**src/ssc_pkg.sv**
```systemverilog
// Package for the step sequencer once-mode and sync control block.
// Assumes one 20 MHz clock and a synchronous active-high reset.
package ssc_pkg;
   localparam int SSC_STEP_W = 10;
   localparam int SSC_LOOP_W = 20;
   localparam int SSC_SEQ_W = 10;
   localparam logic [SSC_STEP_W-1:0] SSC_STEP_FIRST = 10'h001;
   localparam logic [SSC_STEP_W-1:0] SSC_STEP_MAX = 10'h3E8;
   localparam logic [SSC_LOOP_W-1:0] SSC_ONCE_DEF = 20'h0_0001;
   localparam logic [SSC_LOOP_W-1:0] SSC_LOOP_ONE = 20'h0_0001;
   localparam logic [SSC_STEP_W-1:0] SSC_SYNC_DEF = 10'h001;

   // One entry of the step table as the sequencer sees it
   typedef struct packed {
      logic [SSC_LOOP_W-1:0] loops;
      logic [SSC_SEQ_W-1:0] seq_num;
      logic jump_flag;
   } ssc_step_type;

   typedef enum logic [1:0] {
      SSC_IDLE = 2'b00,
      SSC_PLAY = 2'b01,
      SSC_HOLD = 2'b11
   } ssc_state_type;
endpackage

```
**src/ssc_seq_ctrl.sv**
```systemverilog
// Step sequencer control: once-mode table repeats, per-step loops, jump hold, sync pulse.
// Assumes a step table outside that answers step_idx with step_entry in the same cycle,
// and a waveform player that pulses seq_done at the end of each sequence replay.
`timescale 1ns/1ps

// Behaviour
// - Once mode plays whole table, repeats it programmed times, then goes idle.
// - Once loop counter accepts values from one; defaults to one.
// - Once count readback shows the programmed once count, not the running table repeat count.
// - Sync pulse defaults to step one.
// - Host may place sync on steps one to one thousand; device follows it.
// - Sync stays high for the sequence of the chosen step while it plays, and drops while that step is held.
// - Sync placement readback returns the selected step number.
// - Jump flag zero advances; flag one holds step until an event arrives.
// - Each step replays its sequence for its loop count before advancing.
module ssc_seq_ctrl
   import ssc_pkg::*;
#(
   parameter int STEP_W = SSC_STEP_W
)
(
   input wire logic clock,
   input wire logic srst,
   input wire logic start,
   input wire logic once_wr,
   input wire logic [SSC_LOOP_W-1:0] once_wdata,
   input wire logic sync_wr,
   input wire logic [SSC_STEP_W-1:0] sync_wdata,
   input wire logic [SSC_STEP_W-1:0] table_len,
   input wire ssc_step_type step_entry,
   input wire logic seq_done,
   input wire logic jump_event,
   output logic [SSC_STEP_W-1:0] step_idx,
   output logic [SSC_SEQ_W-1:0] seq_sel,
   output logic playing,
   output logic sync_out,
   output logic [SSC_LOOP_W-1:0] once_rdata,
   output logic [SSC_STEP_W-1:0] sync_rdata
);
   ssc_state_type state_r, state_nxt;
   logic [SSC_LOOP_W-1:0] once_cnt_r, once_cnt_nxt;
   logic [SSC_LOOP_W-1:0] rep_r, rep_nxt;
   logic [SSC_LOOP_W-1:0] step_loop_r, step_loop_nxt;
   logic [SSC_STEP_W-1:0] step_r, step_nxt;
   logic [SSC_STEP_W-1:0] sync_pos_r, sync_pos_nxt;
   logic sync_r, sync_nxt;
   logic playing_r, playing_nxt;
   logic [SSC_SEQ_W-1:0] seq_r, seq_nxt;

   // Range check shared by the sync placement write
   function automatic logic step_ok(input logic [SSC_STEP_W-1:0] s);
      return (s >= SSC_STEP_FIRST) && (s <= SSC_STEP_MAX);
   endfunction

   // Sync high while the chosen step is playing
   function automatic logic sync_on(input logic [SSC_STEP_W-1:0] s,
                                    input logic [SSC_STEP_W-1:0] p);
      return s == p;
   endfunction

   // Host settings: once count and sync placement
   always_comb
   begin
      once_cnt_nxt = once_cnt_r;
      sync_pos_nxt = sync_pos_r;
      if (once_wr && once_wdata != '0)
      begin
         once_cnt_nxt = once_wdata;
      end
      if (sync_wr && step_ok(sync_wdata))
      begin
         sync_pos_nxt = sync_wdata;
      end
   end

   // Sequencer walk through steps and table repeats
   always_comb
   begin
      state_nxt = state_r;
      rep_nxt = rep_r;
      step_loop_nxt = step_loop_r;
      step_nxt = step_r;
      seq_nxt = seq_r;
      case (state_r)
         SSC_IDLE:
         begin
            if (start)
            begin
               state_nxt = SSC_PLAY;
               step_nxt = SSC_STEP_FIRST;
               rep_nxt = SSC_LOOP_ONE;
               step_loop_nxt = SSC_LOOP_ONE;
            end
         end
         SSC_PLAY:
         begin
            seq_nxt = step_entry.seq_num;
            if (seq_done)
            begin
               if (step_loop_r < step_entry.loops)
               begin
                  step_loop_nxt = step_loop_r + SSC_LOOP_ONE;
               end
               else if (step_entry.jump_flag)
               begin
                  state_nxt = SSC_HOLD;
               end
               else if (step_r < table_len)
               begin
                  step_nxt = step_r + SSC_STEP_FIRST;
                  step_loop_nxt = SSC_LOOP_ONE;
               end
               else if (rep_r < once_cnt_r)
               begin
                  rep_nxt = rep_r + SSC_LOOP_ONE;
                  step_nxt = SSC_STEP_FIRST;
                  step_loop_nxt = SSC_LOOP_ONE;
               end
               else
               begin
                  state_nxt = SSC_IDLE;
               end
            end
         end
         SSC_HOLD:
         begin
            if (jump_event)
            begin
               state_nxt = SSC_PLAY;
               step_loop_nxt = SSC_LOOP_ONE;
               if (step_r < table_len)
               begin
                  step_nxt = step_r + SSC_STEP_FIRST;
               end
               else if (rep_r < once_cnt_r)
               begin
                  rep_nxt = rep_r + SSC_LOOP_ONE;
                  step_nxt = SSC_STEP_FIRST;
               end
               else
               begin
                  state_nxt = SSC_IDLE;
               end
            end
         end
         default:
         begin
            state_nxt = SSC_IDLE;
         end
      endcase
   end

   // Sync output and activity flag follow the next state, so both line up with step_idx
   always_comb
   begin
      sync_nxt = (state_nxt == SSC_PLAY) && sync_on(step_nxt, sync_pos_nxt);
      playing_nxt = (state_nxt != SSC_IDLE);
   end

   // Registers
   always_ff @(posedge clock)
   begin
      if (srst)
      begin
         state_r <= SSC_IDLE;
         once_cnt_r <= SSC_ONCE_DEF;
         sync_pos_r <= SSC_SYNC_DEF;
         rep_r <= SSC_LOOP_ONE;
         step_loop_r <= SSC_LOOP_ONE;
         step_r <= SSC_STEP_FIRST;
         sync_r <= 1'b0;
         playing_r <= 1'b0;
         seq_r <= '0;
      end
      else
      begin
         state_r <= state_nxt;
         once_cnt_r <= once_cnt_nxt;
         sync_pos_r <= sync_pos_nxt;
         rep_r <= rep_nxt;
         step_loop_r <= step_loop_nxt;
         step_r <= step_nxt;
         sync_r <= sync_nxt;
         playing_r <= playing_nxt;
         seq_r <= seq_nxt;
      end
   end

   assign step_idx = step_r;
   assign seq_sel = seq_r;
   assign playing = playing_r;
   assign sync_out = sync_r;
   assign once_rdata = once_cnt_r;
   assign sync_rdata = sync_pos_r;
endmodule

```
**config.mk**
```make
export PLATFORM = sky130hd
export DESIGN_NAME = ssc_seq_ctrl
export DESIGN_NICKNAME = d
export VERILOG_FILES = /design/src/ssc_pkg.sv /design/src/ssc_seq_ctrl.sv
export SDC_FILE = /design/constraint.sdc
export NUM_CORES = 1
export LEC_CHECK = 0
export BUFFER_PORTS_ARGS = -buffer_cell sky130_fd_sc_hd__buf_2
export CORE_UTILIZATION = 50
export CTS_CLUSTER_DIAMETER = 100
export DETAILED_ROUTE_END_ITERATION = 12
export GPL_ROUTABILITY_DRIVEN = 0
export GPL_TIMING_DRIVEN = 0
export PLACE_DENSITY = 0.8
export SLEW_MARGIN = 10
export SYNTH_ARGS = -nofsm -noshare
export SYNTH_HDL_FRONTEND = slang
export SYNTH_SLANG_ARGS = --single-unit
```
**constraint.sdc**
```tcl
create_clock -name clock -period 5 [get_ports clock]
set_clock_uncertainty 0.2 [all_clocks]
set_input_delay 0.5 -clock clock [delete_from_list [all_inputs] [get_ports clock]]
set_output_delay 0.5 -clock clock [all_outputs]
set_load 0.05 [all_outputs]
```
After elaboration in Yosys (flattened, before gate mapping) --
Index checks and enable logic that the tools add are counted.
Storage, ports and cells: output and inout bits 52, bits in latches 0, bits in read-only memories 0, register bits 94, input port bits 78, word-level logic and storage cells 72, memories 0, RAM bits 0
Cells by class: div/mod/pow operators 0, mux-type cells 34, eq/ne operators 11, $lt $le $gt $ge 5, bitwise gates (word level) 0, add/subtract/negate cells 3, $mul 0, shift-type cells 0, reductions and logical operators 10
Operators by type and width (count):
- two-way mux 20 bit | 13
- case mux 20 bit (3 select lines) | 2
- two-way mux 10 bit | 8
- adder 20 x 1 -> 20 bit (second input constant) | 2
- less-than comparator 20 bit | 2
- case mux 10 bit (3 select lines) | 1
- nonzero test 20 bit | 1
- two-way mux 2 bit | 7
- AND reduction 6 bit | 2
- adder 10 x 1 -> 10 bit (second input constant) | 1
- equality test 10 bit | 1
- greater-or-equal comparator 10 x 1 -> 1 bit (second input constant) | 1
- less-or-equal comparator 10 bit (second input constant) | 1
- less-than comparator 10 bit | 1
- != test 2 bit (second input constant) | 5
- case mux 2 bit (3 select lines) | 1
- equality test 2 x 1 -> 1 bit (second input constant) | 2
- logical AND 1 bit | 4
- != test 4 bit (second input constant) | 1
- != test 3 bit (second input constant) | 1
- nonzero test 3 bit | 1
- equality test 2 bit (second input constant) | 1
- logical NOT 2 bit | 1
- two-way mux 1 bit | 2
- nonzero test 2 bit | 1

Depth between registers and ports, before layout --
depth in word-level cells 9, gate-level depth with buffers 14

Worst setup path after synthesis --
OpenSTA, ideal clock, no wires.
path kind register -> register, from register step_r[4], in the netlist step_idx[4], to register step_loop_r[11], buffers on the path 2, required time 4.683 ns, setup slack 1.580 ns, setup time 0.117 ns, cell stages (with the launch flop) 14, clock period less this slack 3.420 ns, arrival 3.103 ns, cells stage by stage dfxtp_1 -> ha_1 -> and3_1 -> a221o_1 -> a221oi_2 -> nand2_1 -> buf_6 -> a21oi_2 -> o21ai_2 -> a21oi_2 -> nand2_1 -> nand2_2 -> buf_2 -> nor2_1
Between the ends: longest elaborated chain between the ends 6
RTL lines:
- from (decl) | line ssc_seq_ctrl.sv:44 | logic [SSC_STEP_W-1:0] step_r, step_nxt;
- from (signal assigned) | line ssc_seq_ctrl.sv:182 | step_r <= step_nxt;
- less-than comparator 10 bit * | line ssc_seq_ctrl.sv:108 | else if (step_r < table_len)
- two-way mux 20 bit | line ssc_seq_ctrl.sv:108
- two-way mux 20 bit | line ssc_seq_ctrl.sv:104 | else if (step_entry.jump_flag)
- two-way mux 20 bit | line ssc_seq_ctrl.sv:100 | if (step_loop_r < step_entry.loops)
- two-way mux 20 bit | line ssc_seq_ctrl.sv:98 | if (seq_done)
- case mux 20 bit (3 select lines) | line ssc_seq_ctrl.sv:84 | case (state_r)
- to (signal assigned) | line ssc_seq_ctrl.sv:181 | step_loop_r <= step_loop_nxt;
- to (decl) | line ssc_seq_ctrl.sv:43 | logic [SSC_LOOP_W-1:0] step_loop_r, step_loop_nxt;
Every way passes the cells marked *; elsewhere a longest branch is shown, timed or not. The select of a mux whose other input is x is not followed. A chain may end at the register's enable or synchronous reset.

Worst setup path in the final report --
from register step_loop_r[18], to register sync_r, in the netlist sync_out
Between the ends: longest elaborated chain between the ends 6
RTL lines:
- less-than comparator 20 bit * | line ssc_seq_ctrl.sv:100
- two-way mux 10 bit or two-way mux 2 bit (tied branches) | line ssc_seq_ctrl.sv:100
- two-way mux 10 bit or two-way mux 2 bit (tied branches) | line ssc_seq_ctrl.sv:98
- case mux 10 bit (3 select lines) or case mux 2 bit (3 select lines) (tied branches) | line ssc_seq_ctrl.sv:84
- equality test 10 bit or equality test 2 x 1 -> 1 bit (tied branches) | line ssc_seq_ctrl.sv:58, ssc_seq_ctrl.sv:156
- logical AND 1 bit * | line ssc_seq_ctrl.sv:156 | sync_nxt = (state_nxt == SSC_PLAY) && sync_on(step_nxt, sync_pos_nxt);
- to (signal assigned) | line ssc_seq_ctrl.sv:183 | sync_r <= sync_nxt;
- to (decl) | line ssc_seq_ctrl.sv:46 | logic sync_r, sync_nxt;
Every way passes the cells marked *; elsewhere a longest branch is shown, timed or not.

==> results.json <==
{
  "synthArstFlopShare": 0,
  "grt_max_degree": 18,
  "p_per_area_mw_per_mm2": 264.3,
  "placement.setup.worst_slack_ns": 1.109,
  "max_slew.worst_pin.slew_ns": 0.7424,
  "cts.root.buffer_cell": "sky130_fd_sc_hd__clkbuf_16",
  "start_kind": "register",
  "clkTransAtPathRegs_ns": 0.07,
  "initial_utilization": 0.5192,
  "htreeDepth": 3,
  "post_synth_edffs": 0,
  "critical-path-slowest-cell": "sky130_fd_sc_hd__a21boi_1",
  "detail_route.wl_per_cell_um": 14.19,
  "port_buffers": 127,
  "postCtsResizedCells": 0,
  "crit_required_ns": 5.07,
  "drt.antenna.violating_nets": 0,
  "num_rows": 38,
  "grt_resource_usage_total": 0.2470,
  "postLayoutSetupSlackWorst_ns": 1.335,
  "max-cap-violations": 0,
  "worst_path_largest_cell_delay_ns": 0.42,
  "placedInstanceArea_mm2": 0.006489,
  "vdd_ir_max_mv": 0.2647,
  "setup_violations": 0,
  "drtPass1Iterations": 5,
  "finalSetupTns_ns": 0,
  "hold_critical_path_depth": 3,
  "post-route-drc-count": 0,
  "yosys_warnings": 0,
  "cts-buffers-inserted": 9,
  "max_slew_margin": 0.5033,
  "vias": 5494,
  "die_h_um": 108.6,
  "max_freq_ghz": 0.2728,
  "r2r_cells": 11,
  "postCtsSetupBuffers": 0,
  "synthToLayoutAreaGrowth_pct": 19.66,
  "hold_viol": 0,
  "clock-sinks": 94,
  "final_cell_area_mm2": 0.006794,
  "cts_tree": "done",
  "finalCoreUtilization": 0.6213,
  "worst_skew_pair.late_latency_ns": 0.36,
  "vias_per_cell": 5.538,
  "syn_inst": 709,
  "synth_sequential_area_ratio": 0.3314,
  "status": "completed",
  "setup_repair_after_global_routing_missed_its_margin": "no",
  "overflow": 0,
  "die_w_um": 108.6,
  "final.min_clock_period_ns": 3.665,
  "n_antenna_cell": 0,
  "synthesized_net_count": 837,
  "number_of_max_slew_violations_in_the_final_report": 0,
  "mostFrequentLayoutCell": "sky130_fd_sc_hd__buf_2",
  "detailedRoute.firstIterationViolations": 299,
  "rrSetupSlack_ns": 1.33,
  "cts-root-to-sink-buffers": 2,
  "final_layout_size_suffix_gt1_frac": 0.2019,
  "setup.worst_path.end_class": "register",
  "grt_pass1_wl_mm": 22.70,
  "post-dp-hpwl_mm": 10.89,
  "final_cell_mix": "131 x sky130_fd_sc_hd__buf_2, 94 x sky130_fd_sc_hd__dfxtp_1, 79 x sky130_fd_sc_hd__nor2_1",
  "floorplan.core_area_mm2": 0.01094,
  "ratio_of_final_minimum_period_to_clock_period": 0.7330,
  "routed_wirelength_mm": 14.08,
  "grt_pass1_vias": 4891,
  "critical_path_peak_fanout": 10,
  "cts-hold-fix-buffers": 0,
  "path_cells": "ha_1, nand4_1, nor3_1, o211ai_1, a31oi_1, clkbuf_1, a21boi_1, o221ai_1, a311oi_1, nand4b_1, nor4_2",
  "syn-mean-instance-area_um2": 8.008,
  "critical_path_arrival_ns": 3.74,
  "synthDistinctLibCells": 67,
  "synth_ff_type": "sky130_fd_sc_hd__dfxtp_1",
  "ios": 130,
  "mappedNetlistArea_mm2": 0.005678,
  "crit_type": "reg -> reg",
  "power.leakage_uw": 0.003088,
  "die_area_mm2": 0.01179,
  "path_type_of_the_worst_min_delay_path": "in -> reg",
  "ys_ff_latch": 94,
  "antenna_found_initial": 0,
  "layout.nets": 975
}
-- critical path: cells and delay by family, from the launching register on --
family	cells	cell delay, ns
AOI/OAI and AO/OA	5	1.50
buffers and inverters	1	0.39
DFF	1	0.34
and+or+nand+nor	4	0.83
adders and majority gates	1	0.32
-- per-layer routing --
layer  routed length (um)  part of all wire  vias up  global-route usage
li1                     -                 -     2770                   -
met1                 6258              0.44     2505              0.3136
met2                 6549              0.47      199              0.4096
met3                 1064             0.076       20             0.06570
met4                  202             0.014        0             0.07046
met5                    0                 0        -                   0
-- cell families after synthesis --
| logic type | share of synthesized area |
|---|---|
| muxes | 0.04584 |
| buffers and inverters | 0.05972 |
| xor gates and xnor gates | 0.04628 |
| adders and majority gates | 0.1102 |
| AOI/OAI and AO/OA | 0.1675 |
| DFF | 0.3314 |
| and+or+nand+nor | 0.2391 |
-- power by group --
part	internal, uW	switching [uW]	total [uW]
clock network	395	316	710
logic	97.3	197	294
registers	772	18.7	791
total	1260	531	1800
-- state kept, by name (all words and copies together), names as in the netlist --
| register | count |
|---|---|
| once_rdata | 20 |
| playing | 1 |
| rep_r | 20 |
| seq_sel | 10 |
| state_r | 2 |
| step_idx | 10 |
| step_loop_r | 20 |
| sync_out | 1 |
| sync_rdata | 10 |
-- cells in the mapped netlist (12+ instances only) --
| library cell | instances | area [um2] |
|---|---|---|
| sky130_fd_sc_hd__and3_1 | 13 | 81.33 |
| sky130_fd_sc_hd__or3_1 | 12 | 75.07 |
| sky130_fd_sc_hd__nor2_1 | 79 | 296.5 |
| sky130_fd_sc_hd__o21ai_0 | 30 | 150.1 |
| sky130_fd_sc_hd__a21oi_1 | 50 | 250.2 |
| sky130_fd_sc_hd__ha_1 | 50 | 625.6 |
| sky130_fd_sc_hd__nand2_1 | 74 | 277.8 |
| sky130_fd_sc_hd__inv_1 | 60 | 225.2 |
| sky130_fd_sc_hd__dfxtp_1 | 94 | 1882 |
| sky130_fd_sc_hd__nand4_1 | 20 | 125.1 |
| sky130_fd_sc_hd__clkbuf_1 | 16 | 60.06 |
| sky130_fd_sc_hd__nand3_1 | 33 | 165.2 |
| sky130_fd_sc_hd__xor2_1 | 19 | 166.4 |
| sky130_fd_sc_hd__mux2i_1 | 26 | 260.3 |
-- metrics by stage --
step	power, uW	std cells	hold slack [ns]
floorplan	1006	709	0.2747
global placement	1096	976	0.2421
detailed placement	1101	976	0.2442
CTS	1810	992	0.1674
global route	1871	992	0.1831
finish	1795	992	0.1760
-- cell type report --
cell class | count | area, um2
clock buffer | 9 | 225.2
clock inverter | 7 | 80.08
fill | 1021 | 4141
timing repair buffer | 127 | 635.6
inverter | 60 | 225.2
buffer | 26 | 113.9
sequential | 94 | 1882
multi-input combinational | 529 | 3457
tap | 140 | 175.2
-- final timing paths --
path,startpoint,to
hold / removal,step_entry[9],seq_sel[8]$_SDFFE_PP0P_
setup / recovery,step_loop_r[18]$_SDFFE_PP0P_,sync_out$_SDFF_PP0_
setup reg to reg,step_loop_r[18]$_SDFFE_PP0P_,sync_out$_SDFF_PP0_
hold reg to reg,seq_sel[0]$_SDFFE_PP0P_,seq_sel[0]$_SDFFE_PP0P_
(Power assumes the default switching activity.)
